`src/rtl/status_led_pkg.sv`:
```
// Purpose: Shared constants and carrier types for the status LED and mode select block
// Assumes: 20 MHz system clock
// Notes:   Pin patterns and timing counts are named once here
package status_led_pkg;

  // ==========================================================================
  // Host interface mode straps
  // ==========================================================================
  localparam logic [3:0] MODE_SERIAL_PAT   = 4'h0;  // 0000
  localparam logic [3:0] MODE_PARALLEL_PAT = 4'h4;  // 010X
  localparam logic [3:0] MODE_PARALLEL_MSK = 4'he;  // Lowest bit ignored

  typedef enum logic [1:0]
  {
    HOST_IF_SERIAL,
    HOST_IF_PARALLEL,
    HOST_IF_INVALID
  } host_if_t;

  // ==========================================================================
  // Timing
  // ==========================================================================
  localparam int CLK_HZ           = 20000000;
  localparam int ACT_FLASH_MS     = 50;          // Activity toggle half period
  localparam int ACT_FLASH_CYCLES = (CLK_HZ / 1000) * ACT_FLASH_MS;
  localparam logic [19:0] ACT_CNT_RESET = 20'h00000;

  // ==========================================================================
  // Core clock selection
  // ==========================================================================
  localparam logic [2:0] CORE_DIV_LOW    = 3'h3;  // 25 MHz from 100 MHz
  localparam logic [2:0] CORE_DIV_NORMAL = 3'h0;  // 100 MHz

  // ==========================================================================
  // Carriers
  // ==========================================================================
  typedef struct packed
  {
    logic link_up;
    logic speed_100;
    logic full_duplex;
    logic traffic;
    logic tx_collision;
  } link_status_t;

  typedef struct packed
  {
    logic link_n;
    logic speed_n;
    logic duplex_n;
    logic activity_n;
    logic collision_n;
  } led_bus_t;

endpackage

```
`src/rtl/status_led_mode_select.sv`:
```
// Purpose: Network indicator LEDs, host interface mode decode and core clock select
// Assumes: All inputs synchronous to clock; link status comes from the PHY core
// Notes:   LED outputs are active low and registered
`timescale 1ns/100ps

// Overview of operation
// - Link LED low while link up, high while down, any host mode.
// - Speed LED low at 100Mbps, high at 10Mbps.
// - Duplex LED low at full duplex, high at half duplex.
// - Activity LED steady low idle, toggles with traffic, high when link down.
// - Collision LED low on transmit collision while link up, high otherwise.
// - Straps 0000 pick serial host mode; 010X pick parallel, low bit ignored.
// - Core clock from 100MHz source: 25MHz low frequency or 100MHz normal.
module status_led_mode_select
#(
  parameter int ACT_FLASH_COUNT = status_led_pkg::ACT_FLASH_CYCLES
)
(
  // Clock and reset
  input  wire logic                         clock,
  input  wire logic                         sys_rst,
  // Link status from PHY core
  input  wire status_led_pkg::link_status_t link_status,
  // Board straps and clock mode
  input  wire logic [3:0]                   host_if_select,
  input  wire logic                         low_freq_mode,
  // Indicator LEDs
  output logic                              link_up_led_n,
  output logic                              speed_led_n,
  output logic                              duplex_led_n,
  output logic                              activity_led_n,
  output logic                              collision_led_n,
  // Decoded mode and core clock divider
  output status_led_pkg::host_if_t          host_if_mode,
  output logic [2:0]                        core_clk_div
);

  // ==========================================================================
  // Helpers
  // ==========================================================================
  function automatic status_led_pkg::host_if_t decode_mode(input logic [3:0] pat);
    if (pat == status_led_pkg::MODE_SERIAL_PAT)
      return status_led_pkg::HOST_IF_SERIAL;
    else if ((pat & status_led_pkg::MODE_PARALLEL_MSK) == status_led_pkg::MODE_PARALLEL_PAT)
      return status_led_pkg::HOST_IF_PARALLEL;
    else
      return status_led_pkg::HOST_IF_INVALID;
  endfunction

  logic [19:0] act_cnt_r;
  logic        act_tick;
  logic        act_phase_r;

  // ==========================================================================
  // Static indicators
  // ==========================================================================
  // Link, speed, duplex follow status directly
  always_ff @(posedge clock)
  begin
    if (sys_rst)
    begin
      link_up_led_n <= 1'b1;
      speed_led_n   <= 1'b1;
      duplex_led_n  <= 1'b1;
    end
    else
    begin
      link_up_led_n <= ~link_status.link_up;
      speed_led_n   <= ~link_status.speed_100;
      duplex_led_n  <= ~link_status.full_duplex;
    end
  end

  // Collision only meaningful while transmitting on a live link
  always_ff @(posedge clock)
  begin
    if (sys_rst)
      collision_led_n <= 1'b1;
    else
      collision_led_n <= ~(link_status.tx_collision & link_status.link_up);
  end

  // ==========================================================================
  // Activity flasher
  // ==========================================================================
  // Flash rate divider, runs only during traffic
  always_ff @(posedge clock)
  begin
    if (sys_rst || !link_status.traffic || !link_status.link_up)
      act_cnt_r <= status_led_pkg::ACT_CNT_RESET;
    else if (act_tick)
      act_cnt_r <= status_led_pkg::ACT_CNT_RESET;
    else
      act_cnt_r <= act_cnt_r + 20'h00001;
  end

  assign act_tick = (act_cnt_r == 20'(ACT_FLASH_COUNT - 1));

  // Phase toggles each tick; returns low when idle
  always_ff @(posedge clock)
  begin
    if (sys_rst || !link_status.link_up || !link_status.traffic)
      act_phase_r <= 1'b0;
    else if (act_tick)
      act_phase_r <= ~act_phase_r;
  end

  // Steady low idle, flashing with traffic, high when down
  always_ff @(posedge clock)
  begin
    if (sys_rst)
      activity_led_n <= 1'b1;
    else if (!link_status.link_up)
      activity_led_n <= 1'b1;
    else
      activity_led_n <= act_phase_r;
  end

  // ==========================================================================
  // Mode decode and core clock select
  // ==========================================================================
  // Straps sampled continuously
  always_ff @(posedge clock)
  begin
    if (sys_rst)
      host_if_mode <= status_led_pkg::HOST_IF_INVALID;
    else
      host_if_mode <= decode_mode(host_if_select);
  end

  // Divider for 100 MHz core PLL: bypass or divide by four
  always_ff @(posedge clock)
  begin
    if (sys_rst)
      core_clk_div <= status_led_pkg::CORE_DIV_NORMAL;
    else if (low_freq_mode)
      core_clk_div <= status_led_pkg::CORE_DIV_LOW;
    else
      core_clk_div <= status_led_pkg::CORE_DIV_NORMAL;
  end
endmodule

```
`config.mk`:
```
export PLATFORM = sky130hd
export DESIGN_NAME = status_led_mode_select
export DESIGN_NICKNAME = d
export VERILOG_FILES = /design/src/rtl/status_led_pkg.sv /design/src/rtl/status_led_mode_select.sv
export SDC_FILE = /design/constraint.sdc
export NUM_CORES = 1
export LEC_CHECK = 0
export ABC_AREA = 1
export ABC_CLOCK_PERIOD_IN_PS = 2800
export BUFFER_PORTS_ARGS = -buffer_cell sky130_fd_sc_hd__buf_4
export CAP_MARGIN = 25
export CELL_PAD_IN_SITES_DETAIL_PLACEMENT = 0
export CELL_PAD_IN_SITES_GLOBAL_PLACEMENT = 1
export CORE_ASPECT_RATIO = 0.75
export CORE_MARGIN = 4
export CORE_UTILIZATION = 45
export CTS_BUF_LIST = sky130_fd_sc_hd__clkbuf_2 sky130_fd_sc_hd__clkbuf_4 sky130_fd_sc_hd__clkbuf_8
export CTS_CLUSTER_DIAMETER = 30
export DETAILED_ROUTE_END_ITERATION = 10
export GPL_TIMING_DRIVEN = 1
export PLACE_DENSITY_LB_ADDON = 0.25
export RECOVER_POWER = 100
export SLEW_MARGIN = 15
export SYNTH_ARGS = -nofsm -noshare
export SYNTH_HDL_FRONTEND = slang
export SYNTH_SLANG_ARGS = --single-unit
```
`constraint.sdc`:
```
create_clock -name clock -period 2.8 [get_ports clock]
set_clock_uncertainty 0.05 [all_clocks]
set_input_delay 0.28 -clock clock [delete_from_list [all_inputs] [get_ports clock]]
set_output_delay 0.28 -clock clock [all_outputs]
set_load 0.02 [all_outputs]
```
-- Word level (Yosys, flattened, before mapping)
Cells that the tools add are included.
Widths: inputs -> output; s select.
- add/subtract/negate cells: 1
- multipliers: 0
- divide/modulo/power cells: 0
- magnitude comparators: 0
- equality and inequality tests: 2
- shift operators: 0
- muxes and demuxes: 3
- bitwise operators: 6
- reduce and logical (&&, ||, !) cells: 10
- operator list (operator ; number):
    $add 20x1->20 const B ; 1
    $eq 20x20->1 const B ; 1
    $mux 2 ; 3
    $reduce_or 2->1 ; 3
    $not 1->1 ; 5
    $logic_not 4->1 ; 1
    $logic_or 1x1->1 ; 4
    $eq 3x2->1 const B ; 1
    $logic_not 1->1 ; 2
    $and 1x1->1 ; 1
- register bits: 31
- bits in latches: 0
- RAM bits: 0
- bits in read-only memories: 0
- output and inout port bits: 10
- word-level logic and storage cells: 32
- memories: 0

-- Longest topological paths before layout
Gate-level depths: netlist (run 1).
- depth in word-level cells: 4
- gate-level depth with buffers: 9
- gate-level depth less buffers: 9

-- Worst setup path after synthesis (run 1)
Ideal clock, no wire load.
- path type: register -> register
- start point: register act_cnt_r[0]
- end point: register act_cnt_r[5]
- setup time: 115 ps
- arrival time: 1267 ps
- required time: 2635 ps
- setup slack: 1368 ps
- stages on the path, launching flop included: 10
- buffers on the path: 1
- clock period less this slack: 1432 ps
- cells stage by stage: dfxtp_1 > ha_1 > nand2_2 > nor2_4 > nand2_4 > nor2_4 > nand2_4 > nand2_4 > buf_12 > nor2_2
- longest elaborated chain between the ends: 2
- elaborated cells on any way between the ends: 3
- those cells by class: add/sub (1); eq/ne (1); reduce/logical (1)
- RTL lines (what ; RTL line ; text):
    start, declared ; status_led_mode_select.sv:50 ; logic [19:0] act_cnt_r;
    start signal, assigned ; status_led_mode_select.sv:90 ; act_cnt_r <= status_led_pkg::ACT_CNT_RESET;
    start signal, assigned ; status_led_mode_select.sv:92 ; act_cnt_r <= status_led_pkg::ACT_CNT_RESET;
    start signal, assigned ; status_led_mode_select.sv:94 ; act_cnt_r <= act_cnt_r + 20'h00001;
    parallel branches: the longest is 2 deep, another holds $add 20x1->20 ; - ;
Parallel ways; which one is timed is not known.
A chain may end at the register's enable or synchronous reset.

-- Worst setup path after layout (run 1)
Ends and elaborated chain as after synthesis.

==> results of run 1 <==
## critical path, stage by stage, from the launching register on
cell and delay (ps):
dfxtp_1 370, ha_1 180, nand2_1 100, nor2_1 290, nand2_4 70, nor2_1 240
nand2_4 110, nand2_4 200, nor2_1 80
## stage by stage
step	hold WS [ps]	instances
floorplan	298.8	187
global placement	389.2	242
CTS	98.06	250
global route	99.49	250
finish	101.9	250
detailed placement	397.8	242
## final cells by class
type | count | area share (%)
clock inverter | 1 | 1.909
tap | 38 | 3.023
clock buffer | 7 | 5.728
timing repair buffer | 20 | 7.160
sequential | 29 | 36.91
inverter | 29 | 6.921
multi-input combinational | 126 | 38.35
## flip-flops by register name, summed over array words and instances (netlist names)
signal,count
act_cnt_r,20
link_up_led_n,1
act_phase_r,1
duplex_led_n,1
activity_led_n,1
host_if_mode,2
speed_led_n,1
core_clk_div,1
collision_led_n,1
## cell usage after synthesis (all sizes together)
| library cell | count | share of area [%] |
|---|---|---|
| nand2 | 44 | 14 |
| nor2 | 42 | 15 |
| dfxtp | 29 | 43 |
| inv | 29 | 8.0 |
| nand3 | 12 | 4.4 |
| a21oi | 9 | 3.8 |
| xor2 | 4 | 2.6 |
| buf | 3 | 2.6 |
| o21ai | 3 | 1.1 |
| nand4 | 2 | 0.92 |
| a211oi | 1 | 0.55 |
| and2 | 1 | 0.46 |
| conb | 1 | 0.27 |
| ha | 1 | 0.92 |
| nor3 | 1 | 0.37 |
| nor4 | 1 | 0.46 |
| o21bai | 1 | 0.55 |
| o221a | 1 | 0.82 |
| or2 | 1 | 0.46 |
| xnor2 | 1 | 0.64 |
## metal layers
layer / part of all wire [%] / vias to the layer above / global-route usage, %
met5: 0 / - / 0
met1: 47 / 504 / 19.93
li1: - / 614 / -
met2: 44 / 26 / 22.64
met4: 2.8 / 0 / 8.847
met3: 5.5 / 6 / 4.332
## report_power, final
| part | internal [µW] | total, µW | switching [µW] | leakage, µW |
|---|---|---|---|---|
| sequential | 419 | 421 | 2.07 | 0.000236 |
| clock | 299 | 457 | 158 | 0.0000619 |
| combinational | 14.8 | 38.2 | 23.4 | 0.000315 |
| total | 733 | 916 | 184 | 0.000613 |
## how the worst max path moves through the flow
| stage | start | slack (ps) | to | cells after the start |
|---|---|---|---|---|
| 2_1_floorplan | act_cnt_r[0]$_SDFF_PP0_ | 1370 | act_cnt_r[5]$_SDFF_PP0_ | 9 |
| 3_3_place_gp | act_cnt_r[0]$_SDFF_PP0_ | 1290 | act_cnt_r[2]$_SDFF_PP0_ | 8 |
| 3_5_place_dp | act_cnt_r[0]$_SDFF_PP0_ | 1230 | act_cnt_r[2]$_SDFF_PP0_ | 8 |
| 4_1_cts | act_cnt_r[0]$_SDFF_PP0_ | 1200 | act_cnt_r[2]$_SDFF_PP0_ | 8 |
| 5_1_grt | act_cnt_r[0]$_SDFF_PP0_ | 810 | act_cnt_r[5]$_SDFF_PP0_ | 8 |
| 6_report | act_cnt_r[0]$_SDFF_PP0_ | 1010 | act_cnt_r[5]$_SDFF_PP0_ | 8 |
## cell families after synthesis
logic type	count (synthesis)	synth area share (%)
adders and majority gates	1	0.9164
AOI/OAI and AO/OA	15	6.874
and+or+nand+nor	104	35.66
buffers and inverters	32	10.54
other	1	0.2747
xor gates and xnor gates	5	3.208
DFF	29	42.53
==> flow_summary.json, run 1 <==
{
  "fin_crit_ps": 1791,
  "cp-end-kind": "register",
  "yosys.cell_types.count": 27,
  "r2r-end": "act_cnt_r[5]$_SDFF_PP0_",
  "globalplace.congestion": 0.7911,
  "yosys_warnings": 0,
  "ctsResizeCount": 0,
  "power.total_uw": 916.5,
  "crit_arrival_ps": 1910,
  "via_count": 1150,
  "peakVddDrop_mv": 0.3677,
  "initial_utilization_pct": 46.84,
  "dr.pass1.iters": 4,
  "dp_slack_ps": 1231,
  "dieWidth_um": 71.60,
  "antenna_left": 0,
  "syn_nets": 200,
  "synth_area_per_cell_um2": 7.300,
  "fin_ws_ps": 1009,
  "reg2reg_from": "act_cnt_r[0]$_SDFF_PP0_",
  "hpwl_mm": 2.141,
  "syn2layout_area_growth_pct": 15.22,
  "hp-class": "input port to register",
  "drc": 0,
  "ctsHoldBuffers": 0,
  "grt_pass1_vias": 1055,
  "pin_count": 22,
  "core_area_um2": 2914,
  "worstPathMaxFanout": 16,
  "htreeDepth": 2,
  "min_period_over_period_pct": 63.95,
  "wl_per_cell_um": 11.04,
  "setup_tns_ps": 0,
  "syn_inst": 187,
  "whs_path_depth": 2,
  "final_layout_size_suffix_gt1_share_pct": 14.15,
  "fill_cells": 308,
  "cp_data_required_time_ps": 2920,
  "finalWirelength_mm": 2.759,
  "seq_area_frac_synth_pct": 42.53,
  "cts_buffers": 5,
  "min_from": "link_status[2]",
  "multi_input_area_um2": 603.1,
  "synth_seq_cells": 29,
  "ff2ff_setup_slack_ps": 1010,
  "regArea_um2": 580.6,
  "drt_iter0_markers": 61,
  "grt_overflow_total": 0,
  "nets": 224,
  "port_buffers": 20,
  "finalSetupViolations": 0,
  "grt_max_degree": 17,
  "worst-r2r-cell-count": 8,
  "grt_pass1_wl_mm": 4.719,
  "cts.sinks": 29,
  "drv_slew": 0,
  "p_leak_uw": 0.0006128,
  "track_usage_pct": 15.38,
  "drv_cap": 0,
  "final_common_cell": "nand2_1",
  "num_rows": 17,
  "insertedDiodeCount": 0,
  "clock_latency_ps": 280,
  "hold_end": "duplex_led_n$_SDFF_PP1_",
  "post_drt_via_cell_ratio": 4.600,
  "finalHoldViolCount": 0,
  "dieArea_um2": 3988,
  "clkSlewWorstSetupHoldPaths_ps": 60,
  "fmax_mhz": 558.4,
  "cts_root_buffer": "clkbuf_8",
  "fin_area_um2": 1573,
  "clockBufferDepth": 2,
  "syn-cell-area_um2": 1365,
  "cp-start-kind": "register",
  "grt_antenna_before_repair": 0,
  "final_core_util_pct": 53.97,
  "p_per_area_nw_per_um2": 582.7,
  "die_height_um": 55.70,
  "post-cts-setup-buffers": 0,
  "worstSetupPathType": "register to register",
  "layout_common_cells": "41 x nand2_1, 36 x nor2_1, 29 x dfxtp_1, 28 x inv_1, 12 x nand3_1",
  "cts_tree": "done",
  "rsz0062_at_grt": "false",
  "place_area_um2": 1528,
  "outcome": "finished, final reports clean"
}
No activity file was read; power rests on OpenSTA's default activity.
==> run 2, diff against run 1 <==
--- a/config.mk
+++ b/config.mk
@@ -5,15 +5,15 @@
 export SDC_FILE = /design/constraint.sdc
 export NUM_CORES = 1
 export LEC_CHECK = 0
-export ABC_AREA = 1
-export ABC_CLOCK_PERIOD_IN_PS = 2800
+export ABC_AREA = 0
+export ABC_CLOCK_PERIOD_IN_PS = 1490
 export BUFFER_PORTS_ARGS = -buffer_cell sky130_fd_sc_hd__buf_4
 export CAP_MARGIN = 25
 export CELL_PAD_IN_SITES_DETAIL_PLACEMENT = 0
 export CELL_PAD_IN_SITES_GLOBAL_PLACEMENT = 1
 export CORE_ASPECT_RATIO = 0.75
 export CORE_MARGIN = 4
-export CORE_UTILIZATION = 45
+export CORE_UTILIZATION = 39
 export CTS_BUF_LIST = sky130_fd_sc_hd__clkbuf_2 sky130_fd_sc_hd__clkbuf_4 sky130_fd_sc_hd__clkbuf_8
 export CTS_CLUSTER_DIAMETER = 30
 export DETAILED_ROUTE_END_ITERATION = 10
==> constraint.sdc (replaced) <==
create_clock -name clock -period 1.49 [get_ports clock]
set_clock_uncertainty 0.05 [all_clocks]
set_input_delay 0.149 -clock clock [delete_from_list [all_inputs] [get_ports clock]]
set_output_delay 0.149 -clock clock [all_outputs]
set_load 0.02 [all_outputs]
==> run 2 against run 1 <==
  * The run now ends with negative setup slack left
  * Hold slack worse by 90 ps
  * Power is 72% higher
  * Maximum frequency rose by 14%
  * Register-to-register slack got worse by 1100 ps
  * Critical path type unchanged
==> flow_summary.json, run 2 <==
{
  "yosysMostFrequentCell": "dfxtp_1",
  "layout_common_cells": "29 x buf_4, 25 x dfxtp_1, 19 x nor2_1, 12 x xnor2_1, 9 x clkbuf_1",
  "port_buffers": 20,
  "track_usage_pct": 14.72,
  "peakVddDrop_mv": 0.8726,
  "worstPathMaxFanout": 3,
  "wl_per_cell_um": 11.76,
  "hpwl_mm": 1.970,
  "post-cts-setup-buffers": 0,
  "core_area_um2": 2999,
  "insertedDiodeCount": 0,
  "finalHoldViolCount": 0,
  "fin_crit_ps": 1576,
  "largest_registers": "act_cnt_r (20), host_if_mode (2)",
  "largest_reg_flops": 20,
  "finalWirelength_mm": 2.598,
  "grt_overflow_total": 0,
  "clock_latency_ps": 280,
  "drv_cap": 0,
  "num_rows": 17,
  "synth_top_cells_by_area": "dfxtp_1 47%, xnor2_1 8.5%, nor2_1 5.7%",
  "grt_max_degree": 20,
  "yosys.cell_types.count": 33,
  "yosys_warnings": 0,
  "cp-end-kind": "register",
  "cts_tree": "done",
  "drt_iter0_markers": 61,
  "grt_antenna_before_repair": 0,
  "post_drt_via_cell_ratio": 4.733,
  "p_per_area_nw_per_um2": 907.4,
  "htreeDepth": 2,
  "cts.sinks": 29,
  "min_period_over_period_pct": 105.8,
  "place_area_um2": 1604,
  "seq_area_frac_synth_pct": 46.73,
  "fmax_mhz": 634.4,
  "clkSlewWorstSetupHoldPaths_ps": 60,
  "synth_seq_cells": 29,
  "cp-start-kind": "register",
  "grt_pass1_vias": 1008,
  "outcome": "finished, violations left",
  "final_common_cell": "buf_4",
  "multi_input_area_um2": 630.6,
  "globalplace.congestion": 0.7675,
  "fin_ws_ps": -86.22,
  "p_leak_uw": 0.0006029,
  "cp_data_required_time_ps": 1650,
  "synth_top_area_share_pct": 46.73,
  "synth_edf_count": 0,
  "dr.pass1.iters": 3,
  "fill_cells": 269,
  "syn2layout_area_growth_pct": 39.88,
  "syn_inst": 134,
  "finalSetupViolations": 20,
  "clockBufferDepth": 2,
  "grt_pass1_wl_mm": 4.588,
  "regArea_um2": 590.6,
  "cts_buffers": 5,
  "syn-cell-area_um2": 1242,
  "via_count": 1046,
  "syn_nets": 147,
  "fin_area_um2": 1738,
  "dieArea_um2": 4162,
  "synthFlopType": "dfxtp_1",
  "top_register": "act_cnt_r",
  "antenna_left": 0,
  "worstSetupPathType": "register to register",
  "rsz0062_at_grt": "true",
  "nets": 195,
  "drc": 0,
  "postSynth.asyncResetShare_pct": 0,
  "initial_utilization_pct": 41.43,
  "crit_arrival_ps": 1740,
  "hp-class": "input port to register",
  "pin_count": 22,
  "final_layout_size_suffix_gt1_share_pct": 31.69,
  "synth_common_cells": "29 x dfxtp_1, 19 x nor2_1, 12 x xnor2_1",
  "violations": "negative setup slack",
  "dieWidth_um": 73.18,
  "die_height_um": 56.88,
  "drv_slew": 0,
  "synth_top_area_cell": "dfxtp_1",
  "dp_slack_ps": -131.4,
  "synth_area_per_cell_um2": 9.272,
  "cts_root_buffer": "clkbuf_8"
}
[run 2: kinds of logic (layout without fill, tap and decap cells)]
group / after synthesis / in the layout / synth area share, %
and+or+nand+nor: 66 / 66 / 30.61
DFF: 29 / 29 / 46.73
xor gates and xnor gates: 15 / 15 / 10.57
buffers and inverters: 12 / 61 / 5.035
AOI/OAI and AO/OA: 10 / 10 / 5.740
adders and majority gates: 1 / 1 / 1.007
other: 1 / 1 / 0.3018
[run 2: area by class of cell]
cell class              instances  share of cell area, %
well taps                      38                  2.736
flip-flops and latches         29                  33.98
multi-input cells              93                  36.29
clock inverters                 1                 0.2880
inverters                       5                  1.080
repair buffers                 48                  20.09
clock buffers                   7                  5.544
[run 2: critical path, stage by stage (launching register included)]
cell	delay, ps
dfxtp_4	370
ha_4	130
nand4_1	100
or3_4	410
or3_1	320
a21oi_1	120
[run 2: where the power goes]
group / leakage, µW / total [µW] / internal [µW] / switching, µW
Clock: 0.0000542 / 704 / 416 / 288
Sequential: 0.000238 / 789 / 784 / 4.52
Combinational: 0.000311 / 84.0 / 43.2 / 40.8
Total: 0.000603 / 1580 / 1240 / 333
[run 2: per-stage QoR]
stage               setup TNS, ps  hold WS (ps)  utilization, %  cells  power, µW
detailed placement          -2170         272.3           53.48    209      895.6
finish                      -1427         11.52           57.95    221       1577
global route                -3552         5.065           57.95    221       1647
floorplan                   -3125         170.6               -    134      848.9
global placement            -1567         268.3           53.48    209      893.4
CTS                         -1630         1.994           58.61    221       1613
[run 2: metal layers]
layer / share of wire [%] / vias to the layer above / track usage (%)
met5: 0 / - / 0
met4: 2.1 / 0 / 7.105
met3: 4.5 / 5 / 6.977
met2: 42 / 12 / 18.34
met1: 52 / 471 / 20.58
li1: - / 558 / -
[run 2: repair_timing]
item / 4_1_cts / 5_1_grt
pin swaps: 2 / 0
hold endpoints to repair: 4 / 0
hold buffers: 4 / 0
setup endpoints to repair: 20 / 20
gates resized for setup: 4 / 3
[run 2: worst paths after layout]
| kind | start | to | slack (ps) | cells after the start |
|---|---|---|---|---|
| max reg2reg | act_cnt_r[1]$_SDFF_PP0_ | act_phase_r$_SDFFE_PP0N_ | -90 | 5 |
| max | act_cnt_r[1]$_SDFF_PP0_ | act_phase_r$_SDFFE_PP0N_ | -90 | 5 |
| min reg2reg | act_phase_r$_SDFFE_PP0N_ | activity_led_n$_SDFF_PP1_ | 410 | 1 |
| min | sys_rst | core_clk_div[0]$_SDFF_PP0_ | 10 | 2 |
==> run 3, diff against run 2 <==
--- a/config.mk
+++ b/config.mk
@@ -11,7 +11,7 @@
 export CAP_MARGIN = 25
 export CELL_PAD_IN_SITES_DETAIL_PLACEMENT = 0
 export CELL_PAD_IN_SITES_GLOBAL_PLACEMENT = 1
-export CORE_ASPECT_RATIO = 0.75
+export CORE_ASPECT_RATIO = 1.1
 export CORE_MARGIN = 4
 export CORE_UTILIZATION = 39
 export CTS_BUF_LIST = sky130_fd_sc_hd__clkbuf_2 sky130_fd_sc_hd__clkbuf_4 sky130_fd_sc_hd__clkbuf_8
==> run 3 against run 2 <==
  * The run still ends with negative setup slack left
  * Setup slack worse by 68 ps
  * Global-route usage is 1.5 points higher
  * Sequential power hardly changed
  * Die area is 0.20% lower
  * Via count is 9.6% higher
  * First-iteration DRC count is 52% lower
  * Final area is 8.0% higher
  * Non-clock buffer count is 14 higher
  * Power is 0.24% higher
  * Register-to-register slack worse by 70 ps
  * Critical path depth is 1 higher
  * Critical endpoint is now act_cnt_r[11]$_SDFF_PP0_
==> flow_summary.json, run 3 (same netlist as run 2, synthesis figures left out) <==
{
  "outcome": "finished, violations left",
  "violations": "negative setup slack",
  "p_leak_uw": 0.0006657,
  "grt_max_degree": 20,
  "globalplace.congestion": 0.7829,
  "min_period_over_period_pct": 110.3,
  "whs_path_depth": 2,
  "cts_root_buffer": "clkbuf_4",
  "worst-r2r-cell-count": 6,
  "final_layout_size_suffix_gt1_share_pct": 36.04,
  "htreeDepth": 2,
  "fin_ws_ps": -153.8,
  "crit_arrival_ps": 1820,
  "largest_registers": "act_cnt_r (20), host_if_mode (2)",
  "finalWirelength_mm": 3.109,
  "cp-start-kind": "register",
  "fin_crit_ps": 1644,
  "pin_count": 22,
  "rsz0062_at_grt": "true",
  "via_count": 1146,
  "core_area_um2": 3048,
  "worstPathMaxFanout": 5,
  "fin_cells": 231,
  "dr.pass1.iters": 4,
  "drc": 0,
  "placedCellCount": 207,
  "post_drt_via_cell_ratio": 4.961,
  "grt_antenna_before_repair": 0,
  "cts_buffers": 5,
  "insertedDiodeCount": 0,
  "clock_latency_ps": 320,
  "dieWidth_um": 61.82,
  "clkSlewWorstSetupHoldPaths_ps": 90,
  "hp-class": "input port to register",
  "final_common_cell": "buf_4",
  "p_per_area_nw_per_um2": 842.3,
  "track_usage_pct": 16.24,
  "cp_data_required_time_ps": 1660,
  "dieArea_um2": 4154,
  "die_height_um": 67.20,
  "finalHoldViolCount": 0,
  "cts.sinks": 29,
  "initial_utilization_pct": 40.76,
  "drv_slew": 0,
  "fill_cells": 277,
  "layout_common_cells": "35 x buf_4, 27 x dfxtp_1, 12 x xnor2_1, 12 x nor2_1, 11 x dlygate4sd3_1",
  "largest_reg_flops": 20,
  "peakVddDrop_mv": 0.7428,
  "cts_tree": "done",
  "fmax_mhz": 608.3,
  "port_buffers": 20,
  "dp_slack_ps": -122.6,
  "drv_cap": 0,
  "drt_iter0_markers": 29,
  "grt_pass1_vias": 1161,
  "worstSetupPathType": "register to register",
  "hpwl_mm": 2.089,
  "finalSetupViolations": 20,
  "wl_per_cell_um": 13.46,
  "grt_pass1_wl_mm": 4.940,
  "grt_overflow_total": 0,
  "cp-end-kind": "register",
  "num_rows": 21,
  "nets": 209,
  "antenna_left": 0,
  "syn2layout_area_growth_pct": 51.06,
  "clockBufferDepth": 2,
  "top_register": "act_cnt_r"
}
## run 3: where the power goes
part / switching [µW] / leakage, µW / total [µW] / internal (µW)
clock network: 265 / 0.0000489 / 683 / 419
logic: 48.8 / 0.000380 / 110 / 61.4
registers: 4.32 / 0.000237 / 787 / 783
total: 318 / 0.000666 / 1580 / 1260
## run 3: through the flow
step,utilization (%),total power (µW),area (µm²),hold slack (ps),setup TNS (ps)
floorplan,-,848.9,1262,170.6,-3125
global placement,52.96,893.5,1614,268.6,-1560
detailed placement,52.96,895.6,1614,273.2,-2162
CTS,59.77,1602,1822,8.852,-2290
global route,61.58,1670,1877,16.10,-4039
finish,61.58,1581,1877,22.96,-2532
## run 3: timing repair
| item | in CTS | in global routing |
|---|---|---|
| hold buffers | 11 | 0 |
| endpoints found under the setup margin | 20 | 20 |
| resized for setup | 3 | 12 |
| setup buffers | 0 | 3 |
| pin swaps | 1 | 1 |
| hold endpoints to repair | 7 | 0 |
| gates cloned | 0 | 2 |
## run 3: path summary, 6_finish.rpt
check / startpoint / to / slack, ps
worst min register to register: act_phase_r$_SDFFE_PP0N_ / activity_led_n$_SDFF_PP1_ / 450
worst max-delay path: act_cnt_r[1]$_SDFF_PP0_ / act_cnt_r[11]$_SDFF_PP0_ / -150
worst min-delay path: sys_rst / link_up_led_n$_SDFF_PP1_ / 20
worst max register to register: act_cnt_r[1]$_SDFF_PP0_ / act_cnt_r[11]$_SDFF_PP0_ / -150
## run 3: cell type report
type	count	area [µm²]	area share (%)
clock buffers	7	58.81	3.133
flip-flops and latches	29	588.1	31.33
multi-input cells	93	649.4	34.60
inverters	5	18.77	1.000
repair buffers	62	489.2	26.07
well taps	34	42.54	2.267
clock inverters	1	30.03	1.600
## run 3: routing by layer
metal  GRT usage (%)  routed length, µm  vias up
met5               0                  0        -
met4           6.366                 82        0
met3           5.736                112        9
met2           27.23               1615       16
met1           18.52               1297      533
li1                -                  -      588
## run 3: critical path, stage by stage (launching register included)
cell	delay (ps)
dfxtp_4	370
ha_4	130
nand4_1	110
or3_4	430
o21bai_4	210
clkbuf_16	200
nor2_2	40
